## config.mk

```make
export PLATFORM = sky130hd
export DESIGN_NAME = capa_alert
export DESIGN_NICKNAME = d
export VERILOG_FILES = /design/src/pkg/capa_pkg.sv /design/src/capa_alert.sv
export SDC_FILE = /design/constraint.sdc
export NUM_CORES = 1
export LEC_CHECK = 0
export ABC_AREA = 1
export BUFFER_PORTS_ARGS = -buffer_cell sky130_fd_sc_hd__buf_2
export CORE_ASPECT_RATIO = 0.9
export CORE_MARGIN = 2
export CORE_UTILIZATION = 42
export CTS_BUF_LIST = sky130_fd_sc_hd__clkbuf_8
export DETAILED_ROUTE_END_ITERATION = 12
export PLACE_DENSITY = 0.65
export SYNTH_ARGS = -nofsm -noshare
export SYNTH_HDL_FRONTEND = slang
export SYNTH_SLANG_ARGS = --single-unit
```

## constraint.sdc

```tcl
create_clock -name ref_clk_in -period 2.1 [get_ports ref_clk_in]
set_input_delay 0.105 -clock ref_clk_in [delete_from_list [all_inputs] [get_ports ref_clk_in]]
set_output_delay 0.105 -clock ref_clk_in [all_outputs]
set_load 0.02 [all_outputs]
```

## src/pkg/capa_pkg.sv

```systemverilog
// Constants and carriers for the command/address parity and CRC alert block.
// Assumes one command clock; counts below are in those clock cycles.
package capa_pkg;

  // Clock period, picoseconds
  localparam int CLK_PERIOD_PS = 4000;

  // Command/address word carried with its parity bit
  localparam int CA_W = 24;

  // Parity latency, cycles
  localparam int PARITY_LATENCY = 4;

  // Parity alert onset allowance beyond parity_latency
  localparam int PAR_ALERT_EXTRA_PS = 6000;
  localparam int PAR_ALERT_EXTRA_CYC =
    (PAR_ALERT_EXTRA_PS / CLK_PERIOD_PS) < 1 ? 1 :
    (PAR_ALERT_EXTRA_PS / CLK_PERIOD_PS);

  // Parity alert pulse width limits, cycles
  localparam int PARITY_ALERT_PULSE_WIDTH_MIN = 56;
  localparam int PARITY_ALERT_PULSE_WIDTH_MAX = 128;

  // Controller deselect deadline in persistent mode, cycles
  localparam int DESELECT_RESPONSE_DEADLINE = 57;

  // CRC alert pulse width limits, cycles
  localparam int CRC_ALERT_PULSE_WIDTH_MIN = 6;
  localparam int CRC_ALERT_PULSE_WIDTH_MAX = 10;

  // CRC alert onset delay, least rounds up, longest rounds down
  localparam int CRC_ALERT_ONSET_MIN_PS = 3000;
  localparam int CRC_ALERT_ONSET_MAX_PS = 13000;
  localparam int CRC_ALERT_ONSET_MIN_CYC =
    (CRC_ALERT_ONSET_MIN_PS + CLK_PERIOD_PS - 1) / CLK_PERIOD_PS;
  localparam int CRC_ALERT_ONSET_MAX_CYC =
    (CRC_ALERT_ONSET_MAX_PS / CLK_PERIOD_PS) < 1 ? 1 :
    (CRC_ALERT_ONSET_MAX_PS / CLK_PERIOD_PS);

  // Width of the alert hold counters
  localparam int ALERT_CNT_W = 8;

  // Reset values
  localparam logic ALERT_OE_N_RST = 1'b1;
  localparam logic ALERT_PIN_LEVEL = 1'b0;

  // Command as it crosses the pins
  typedef struct packed {
    logic [CA_W-1:0] ca;
    logic par;
  } capa_cmd_s;

  // Command as it is handed to the core
  typedef struct packed {
    logic vld;
    logic [CA_W-1:0] ca;
  } capa_exec_s;

endpackage

```

## src/capa_alert.sv

```systemverilog
// Command/address parity check, parity latency pipe and error alert driver.
// Assumes commands and CRC error strobes are synchronous to ref_clk_in.
`timescale 1ns/1ns
module capa_alert #(
  parameter int PL = capa_pkg::PARITY_LATENCY,
  parameter int PAR_HOLD = capa_pkg::PARITY_ALERT_PULSE_WIDTH_MIN,
  parameter int CRC_HOLD = 8
) (
  // Clock and reset
  input wire logic ref_clk_in,
  input wire logic sys_rst_in,
  // Mode straps
  input wire logic parity_en_in,
  input wire logic persistent_mode_in,
  // Command from the pins
  input wire logic cmd_vld_in,
  input wire capa_pkg::capa_cmd_s cmd_in,
  // Write CRC check result
  input wire logic crc_err_in,
  // Command to the core
  output capa_pkg::capa_exec_s exec_out,
  // Open-drain alert pin
  output logic alert_pin_out,
  output logic alert_oe_n_out
);

  localparam int CW = capa_pkg::ALERT_CNT_W;

  // Even parity over address and parity bit must be zero
  function automatic logic parity_bad(input capa_pkg::capa_cmd_s c);
    parity_bad = ^{c.ca, c.par};
  endfunction

  // Alert hold counter reload, never shortens a running alert
  function automatic logic [CW-1:0] reload(input logic [CW-1:0] cur,
                                           input logic [CW-1:0] val);
    reload = (val > cur) ? val : cur;
  endfunction

  logic check_on;
  logic cmd_err;
  logic cmd_ok;
  logic par_off_ff;
  logic [CW-1:0] par_cnt_ff;
  logic [CW-1:0] crc_cnt_ff;
  logic [CW-1:0] nxt_par_cnt;
  logic [CW-1:0] nxt_crc_cnt;
  capa_pkg::capa_exec_s pipe_ff [PL];

  // Non-persistent mode stops checking after the first error
  assign check_on = parity_en_in && !par_off_ff;
  assign cmd_err = cmd_vld_in && check_on && parity_bad(cmd_in);
  // Commands are ignored while a parity alert runs
  assign cmd_ok = cmd_vld_in && !cmd_err && (par_cnt_ff == '0);

  // Latch checking off after an error outside persistent mode
  always_ff @(posedge ref_clk_in) begin
    if (sys_rst_in || !parity_en_in) begin
      par_off_ff <= 1'b0;
    end else if (cmd_err && !persistent_mode_in) begin
      par_off_ff <= 1'b1;
    end
  end

  // Latency pipe; an error flushes it, so in-flight commands are lost
  always_ff @(posedge ref_clk_in) begin
    if (sys_rst_in || cmd_err) begin
      for (int i = 0; i < PL; i++) begin
        pipe_ff[i] <= '0;
      end
    end else begin
      pipe_ff[0].vld <= cmd_ok;
      pipe_ff[0].ca <= cmd_in.ca;
      for (int i = 1; i < PL; i++) begin
        pipe_ff[i] <= pipe_ff[i-1];
      end
    end
  end

  // Core hand-off: bypass pipe when parity_en_in is low
  always_ff @(posedge ref_clk_in) begin
    if (sys_rst_in || cmd_err) begin
      exec_out <= '0;
    end else if (parity_en_in) begin
      exec_out <= pipe_ff[PL-1];
    end else begin
      exec_out.vld <= cmd_ok;
      exec_out.ca <= cmd_in.ca;
    end
  end

  // Alert hold counters, each loaded by its own error source
  always_comb begin
    nxt_par_cnt = (par_cnt_ff != '0) ? par_cnt_ff - 1'b1 : '0;
    nxt_crc_cnt = (crc_cnt_ff != '0) ? crc_cnt_ff - 1'b1 : '0;
    if (cmd_err) begin
      nxt_par_cnt = reload(nxt_par_cnt, CW'(PAR_HOLD));
    end
    if (crc_err_in) begin
      nxt_crc_cnt = reload(nxt_crc_cnt, CW'(CRC_HOLD));
    end
  end

  always_ff @(posedge ref_clk_in) begin
    if (sys_rst_in) begin
      par_cnt_ff <= '0;
      crc_cnt_ff <= '0;
    end else begin
      par_cnt_ff <= nxt_par_cnt;
      crc_cnt_ff <= nxt_crc_cnt;
    end
  end

  // Pin driven low from the next edge: one cycle, well inside both windows
  always_ff @(posedge ref_clk_in) begin
    if (sys_rst_in) begin
      alert_oe_n_out <= capa_pkg::ALERT_OE_N_RST;
      alert_pin_out <= capa_pkg::ALERT_PIN_LEVEL;
    end else begin
      alert_oe_n_out <= !((nxt_par_cnt != '0) || (nxt_crc_cnt != '0));
      alert_pin_out <= capa_pkg::ALERT_PIN_LEVEL;
    end
  end

  // Checking helpers: low-run length and cause of the current alert
  // Bounds in edges, all derived from the shared timing constants
  localparam int EXEC_D = PL + 1;
  localparam int PAR_ON_D = PL + capa_pkg::PAR_ALERT_EXTRA_CYC;
  localparam int CRC_ON_MIN = capa_pkg::CRC_ALERT_ONSET_MIN_CYC;
  localparam int CRC_ON_MAX = capa_pkg::CRC_ALERT_ONSET_MAX_CYC;
  logic [CW:0] low_run_ff;
  logic par_seen_ff;

  always_ff @(posedge ref_clk_in) begin
    if (sys_rst_in || alert_oe_n_out) begin
      low_run_ff <= '0;
    end else if (low_run_ff != '1) begin
      low_run_ff <= low_run_ff + 1'b1;
    end
  end

  always_ff @(posedge ref_clk_in) begin
    if (sys_rst_in) begin
      par_seen_ff <= 1'b0;
    end else if (cmd_err) begin
      par_seen_ff <= 1'b1;
    end else if (alert_oe_n_out) begin
      par_seen_ff <= 1'b0;
    end
  end
endmodule

```

Yosys cells after proc, flatten, opt, wreduce, memory -nomap -nowiden:

Memories as Yosys holds them, arrays and structs flattened.
Cells that the tools add are included.

* add/subtract/negate cells: 2
* order comparisons: 2
* multiplexer cells: 15
* bitwise gates (word level): 5
* reduce and logical (&&, ||, !) cells: 20

Operators by type and width (count)
* 25-bit two-way mux: 4
* 8-bit two-way mux: 6
* 8-bit nonzero test: 4
* 25-bit parity: 1
* 24-bit two-way mux: 1
* 8-bit by 1-bit subtractor with 8-bit output (second input constant): 2
* 4-bit by 8-bit greater-than comparator with 1-bit output (first input constant): 1
* 6-bit by 8-bit greater-than comparator with 1-bit output (first input constant): 1
* 8-bit zero test: 1
* 1-bit logical AND: 6
* 1-bit zero test: 5
* 1-bit bitwise OR: 5
* 1-bit two-way mux: 4
* 1-bit logical OR: 3

* flip-flop bits (word level): 43
* RAM bits: 100
* logic and storage cells: 51
* memories kept: 1

Memories
* pipe_ff: depth 4, bits a word 25, rd ports 4, clocked after memory_dff 0, wr ports 4, RTL line capa_alert.sv:48 `capa_pkg::capa_exec_s pipe_ff [PL];`

Depth between registers and ports, before layout:

* word-level depth: 8
* gate-level depth with buffers: 15
* mapped depth without buffers: 15

Least setup slack after synthesis:

No wires, ideal clock.

* path kind: flip-flop to flip-flop
* from: register par_cnt_ff[0]
* to: register alert_oe_n_out
* setup time: 0.116 ns
* arrival: 1.504 ns
* data required time: 1.984 ns
* setup slack: 0.479 ns
* cell stages (with the launch flop): 15
* path buffers: 0
* cell sequence: dfxtp_1 > inv_1 > ha_1 > nand2_1 > nor2_1 > nand2_2 > inv_1 > nor3_1 > inv_1 > nor2_1 > nand3_1 > nand2_1 > nor2_1 > nand3_1 > nand2_1

* cells in the longest elaborated chain, start to end: 8
* elaborated cells on any way between the ends: 9
* classes of those cells: add/sub (1); order compare (1); mux (3); reduce/logical (4)

Ends and longest elaborated chain
* start: declaration: RTL line capa_alert.sv:44 `logic [CW-1:0] par_cnt_ff;`
* start signal: assignment: RTL line capa_alert.sv:109 `par_cnt_ff <= nxt_par_cnt;`
* 8-bit by 1-bit subtractor with 8-bit output or 8-bit nonzero test (tied branches): RTL line capa_alert.sv:94 `nxt_par_cnt = (par_cnt_ff != '0) ? par_cnt_ff - 1'b1 : '0;`
* 8-bit two-way mux *: RTL line capa_alert.sv:94
* 6-bit by 8-bit greater-than comparator with 1-bit output: RTL line capa_alert.sv:37 `reload = (val > cur) ? val : cur;`
* 8-bit two-way mux: RTL line capa_alert.sv:37
* 8-bit two-way mux *: RTL line capa_alert.sv:96 `if (cmd_err) begin`
* 8-bit nonzero test *: RTL line capa_alert.sv:120 `alert_oe_n_out <= !((nxt_par_cnt != '0) || (nxt_crc_cnt != '0));`
* 1-bit logical OR *: RTL line capa_alert.sv:120
* 1-bit zero test *: RTL line capa_alert.sv:120
* end signal: assignment: RTL line capa_alert.sv:117 `alert_oe_n_out <= capa_pkg::ALERT_OE_N_RST;`
* end signal: assignment: RTL line capa_alert.sv:120
* end: declaration: RTL line capa_alert.sv:24 `output logic alert_oe_n_out`

Every way passes the cells marked *; elsewhere a longest branch is shown, timed or not.
A chain may end at the register's enable or synchronous reset.

Final worst setup path:

* from: input cmd_in[14] (netlist name)
* to: register par_off_ff

* cells in the longest elaborated chain, start to end: 3

Ends and longest elaborated chain
* start: declaration: RTL line capa_alert.sv:17 `input wire capa_pkg::capa_cmd_s cmd_in,`
* 25-bit parity: RTL line capa_alert.sv:31 `parity_bad = ^{c.ca, c.par};`
* 1-bit logical AND: RTL line capa_alert.sv:52 `assign cmd_err = cmd_vld_in && check_on && parity_bad(cmd_in);`
* 1-bit logical AND: RTL line capa_alert.sv:60 `end else if (cmd_err && !persistent_mode_in) begin`
* end signal: assignment: RTL line capa_alert.sv:59 `par_off_ff <= 1'b0;`
* end signal: assignment: RTL line capa_alert.sv:61 `par_off_ff <= 1'b1;`
* end: declaration: RTL line capa_alert.sv:43 `logic par_off_ff;`

No other way between the ends.

==> flow_metrics.py <==
metrics = {
    "pwr": {
        "leakagePower_nw": 3.09,
        "ir_drop_v": 0.000542,
        "power.density_nw_per_um2": 1090,
    },
    "clock_tree": {
        "cts_sinks": 143,
        "cts-buffers-inserted": 17,
        "worstSkewPairLatency_ns": 0.44,
        "clock_tree.buffer_depth": 2,
        "htreeDepth": 4,
        "cts.reportedPaths.clkPinSlew_ns": 0.07,
        "cts_tree": "built",
        "cts_root_buffer": "clkbuf_8",
    },
    "global_routing": {
        "grt_overflow": 0,
        "grt_pass1_wl_um": 16500,
        "grt_usage_pct": 15.1,
        "antenna_found_initial": 0,
        "grt_max_degree": 55,
        "first_global_vias": 3911,
    },
    "routing": {
        "wl_um": 9780,
        "ant_nets": 0,
        "via_per_inst": 4.46,
        "vias": 4268,
        "dr.pass1.iters": 4,
        "drc_errors": 0,
        "detail_route.wl_per_cell_um": 10.2,
        "first_iter_violations": 153,
    },
    "critical_path": {
        "crit_required_ns": 2.48,
        "cp-startpoint": "cmd_in[14]",
        "cp-end-kind": "register",
        "crit_fanout": 3,
        "cpPeakStageDelay_ns": 0.55,
        "rr_startpoint": "crc_cnt_ff[0]",
        "path_cells": "dlygate4sd3_1, buf_2, nand2_1, inv_1, nor2_1, nand2_1, nand2_2, nand2_1, nand2_2, nand2_2, nand3_2, nand3_4, nor2_2, o21ai_1, nor2_1, dlygate4sd3_1",
        "cp.arrival_ns": 2.41,
        "critPathSlowestCell": "dlygate4sd3_1",
        "criticalPathCategory": "primary input to register",
        "start_kind": "primary input",
    },
    "logic_synthesis": {
        "syn-num-nets": 726,
        "syn_area_um2": 5390,
        "yosys_register_bits": 143,
        "synth_cells": 691,
        "synth_warnings": 0,
        "yosys.cell_types.count": 30,
        "yosysSeqAreaShare_pct": 53.1,
        "synth.avg_cell_area_um2": 7.80,
    },
    "cells_and_area": {
        "nFillCells": 1173,
        "area_delta_synth_final_pct": 23.3,
        "drive_above_1_share_pct": 25.3,
        "fin_area_um2": 6650,
        "fin_nets": 816,
        "diodes": 0,
    },
    "run": {
        "maxCapViolCount": 0,
    },
    "floorplanning": {
        "core_area_um2": 12600,
        "die_area_um2": 13800,
        "start_util_pct": 42.7,
        "die_x_um": 123,
        "num_io_pins": 58,
        "fp.dieH_um": 111,
        "rows": 39,
    },
    "sta": {
        "fmax_ghz": 0.495,
        "maxSlewHeadroom_pct": 61.8,
        "fin_skew_ns": 0.00947,
        "final-setup-viol-count": 0,
        "whs_ns": 0.0747,
        "fin_crit_ns": 2.02,
        "hold_viol_final": 0,
        "post-route-period-util_pct": 96.2,
        "tightest_slew_ns": 0.573,
        "finalMaxSlewViolations": 0,
    },
    "placed_design": {
        "io_buffers": 56,
        "placed_area_um2": 5800,
        "gp_congestion": 0.839,
        "place_hpwl_um": 6490,
    },
    "hold_path": {
        "hold_path_class": "primary input to register",
        "hp-start": "cmd_in[24]",
    },
    "status": {
        "outcome": "finished clean",
    },
}
-- placed cells by master (no fill, tap or decap), drive strengths merged --
cell type | synthesis | routed
a21oi | 6 | 6
o21ai | 5 | 5
clkbuf | 7 | 20
dfxtp | 143 | 143
nand4 | 3 | 3
nor3 | 3 | 3
nor2 | 167 | 167
bufinv | 0 | 2
clkinvlp | 0 | 3
clkinv | 0 | 5
a21boi | 1 | 1
o21bai | 1 | 1
inv | 138 | 140
a211oi | 24 | 24
xor2 | 2 | 2
or2 | 1 | 1
a22oi | 1 | 1
ha | 4 | 4
conb | 1 | 1
dlygate4sd3 | 0 | 29
nand2 | 127 | 127
buf | 15 | 64
o22ai | 1 | 1
xnor2 | 5 | 5
nand3 | 34 | 34
nor4 | 2 | 2
-- final cells by class --
| type | instances | area (um2) | share of cell area (%) |
|---|---|---|---|
| clock buffer | 20 | 275 | 4.14 |
| tap | 164 | 205 | 3.09 |
| multi-input combinational | 388 | 1980 | 29.8 |
| timing repair buffer | 93 | 681 | 10.2 |
| sequential | 143 | 2860 | 43.0 |
| clock inverter | 12 | 119 | 1.79 |
| inverter | 138 | 526 | 7.90 |
-- registers in the layout, indices dropped and copies added (netlist names) --
| signal | count |
|---|---|
| crc_cnt_ff | 8 |
| par_off_ff | 1 |
| exec_out | 25 |
| alert_oe_n_out | 1 |
| pipe_ff | 100 |
| par_cnt_ff | 8 |
-- cells by family after synthesis --
logic type,count (synthesis),synth area share [%]
xor gates and xnor gates,7,1.14
and+or+nand+nor,337,27.2
AOI/OAI and AO/OA,39,5.36
other,1,0.0695
buffers and inverters,160,12.2
DFF,143,53.1
adders and majority gates,4,0.928
-- per-layer routing --
layer  wire length (um)  vias up  global-route usage, %
met1               4540     1935                   18.5
li1                   -     2235                      -
met4                193        0                   6.21
met2               4610       79                   24.1
met3                433       19                   5.28
met5                  0        -                      0
-- worst max-delay path, delay by kind of cell --
family | cells | cell delay [ns]
buffers and inverters | 4 | 1.27
AND/OR/NAND/NOR | 11 | 0.98
AO/OA/AOI/OAI | 1 | 0.06
-- stage by stage --
stage / utilization (%) / setup TNS [ns] / power [mW] / cells / setup WS, ns
finish: 52.6 / 0 / 7.23 / 958 / 0.0790
floorplan: - / 0 / 4.60 / 691 / 0.479
global placement: 45.9 / 0 / 4.93 / 893 / 0.305
CTS: 51.3 / 0 / 7.17 / 954 / 0.0123
detailed placement: 45.9 / 0 / 5.00 / 893 / 0.189
global route: 52.6 / -0.0413 / 7.71 / 958 / -0.0273
-- synth_stat cells --
| cell | count | area share (%) |
|---|---|---|
| clkbuf_1 | 7 | 0.49 |
| nand2_2 | 1 | 0.12 |
| nand3_1 | 33 | 3.1 |
| buf_4 | 1 | 0.14 |
| buf_2 | 8 | 0.74 |
| conb_1 | 1 | 0.070 |
| xnor2_1 | 5 | 0.81 |
| ha_1 | 4 | 0.93 |
| a21boi_0 | 1 | 0.14 |
| a211oi_2 | 5 | 1.2 |
| inv_1 | 123 | 8.6 |
| nand3_2 | 1 | 0.19 |
| a211oi_1 | 19 | 2.6 |
| a22oi_1 | 1 | 0.14 |
| inv_2 | 15 | 1.0 |
| nand2_4 | 1 | 0.21 |
| nor2_1 | 117 | 8.1 |
| nand4_1 | 3 | 0.35 |
| o21ai_0 | 5 | 0.46 |
| or2_2 | 1 | 0.12 |
| xor2_1 | 2 | 0.32 |
| a21oi_1 | 6 | 0.56 |
| o21bai_1 | 1 | 0.14 |
| nand2_1 | 125 | 8.7 |
| dfxtp_1 | 143 | 53 |
| nor3_1 | 3 | 0.28 |
| nor2_2 | 50 | 5.8 |
| o22ai_1 | 1 | 0.12 |
| buf_6 | 6 | 1.3 |
| nor4_1 | 2 | 0.23 |
-- what timing repair did --
item	in CTS	in global routing
hold buffers	29	0
buffers inserted	0	4
endpoints found under the setup margin	0	16
hold endpoints to repair	52	0
gates resized for setup	0	38
-- path summary, 6_finish.rpt --
check	end	slack, ns	cells past startpoint
min	exec_out[23]	0.07	3
min reg2reg	pipe_ff[3][1]	0.40	2
max reg2reg	alert_oe_n_out	0.20	14
max	par_off_ff	0.08	16
-- power by group --
| group | leakage, nW | switching (mW) | internal (mW) | total [mW] |
|---|---|---|---|---|
| combinational | 1.71 | 1.34 | 0.711 | 2.05 |
| clock | 0.203 | 0.981 | 1.13 | 2.11 |
| sequential | 1.17 | 0.101 | 2.96 | 3.06 |
Note: power is estimated with default switching activity, not from simulation.
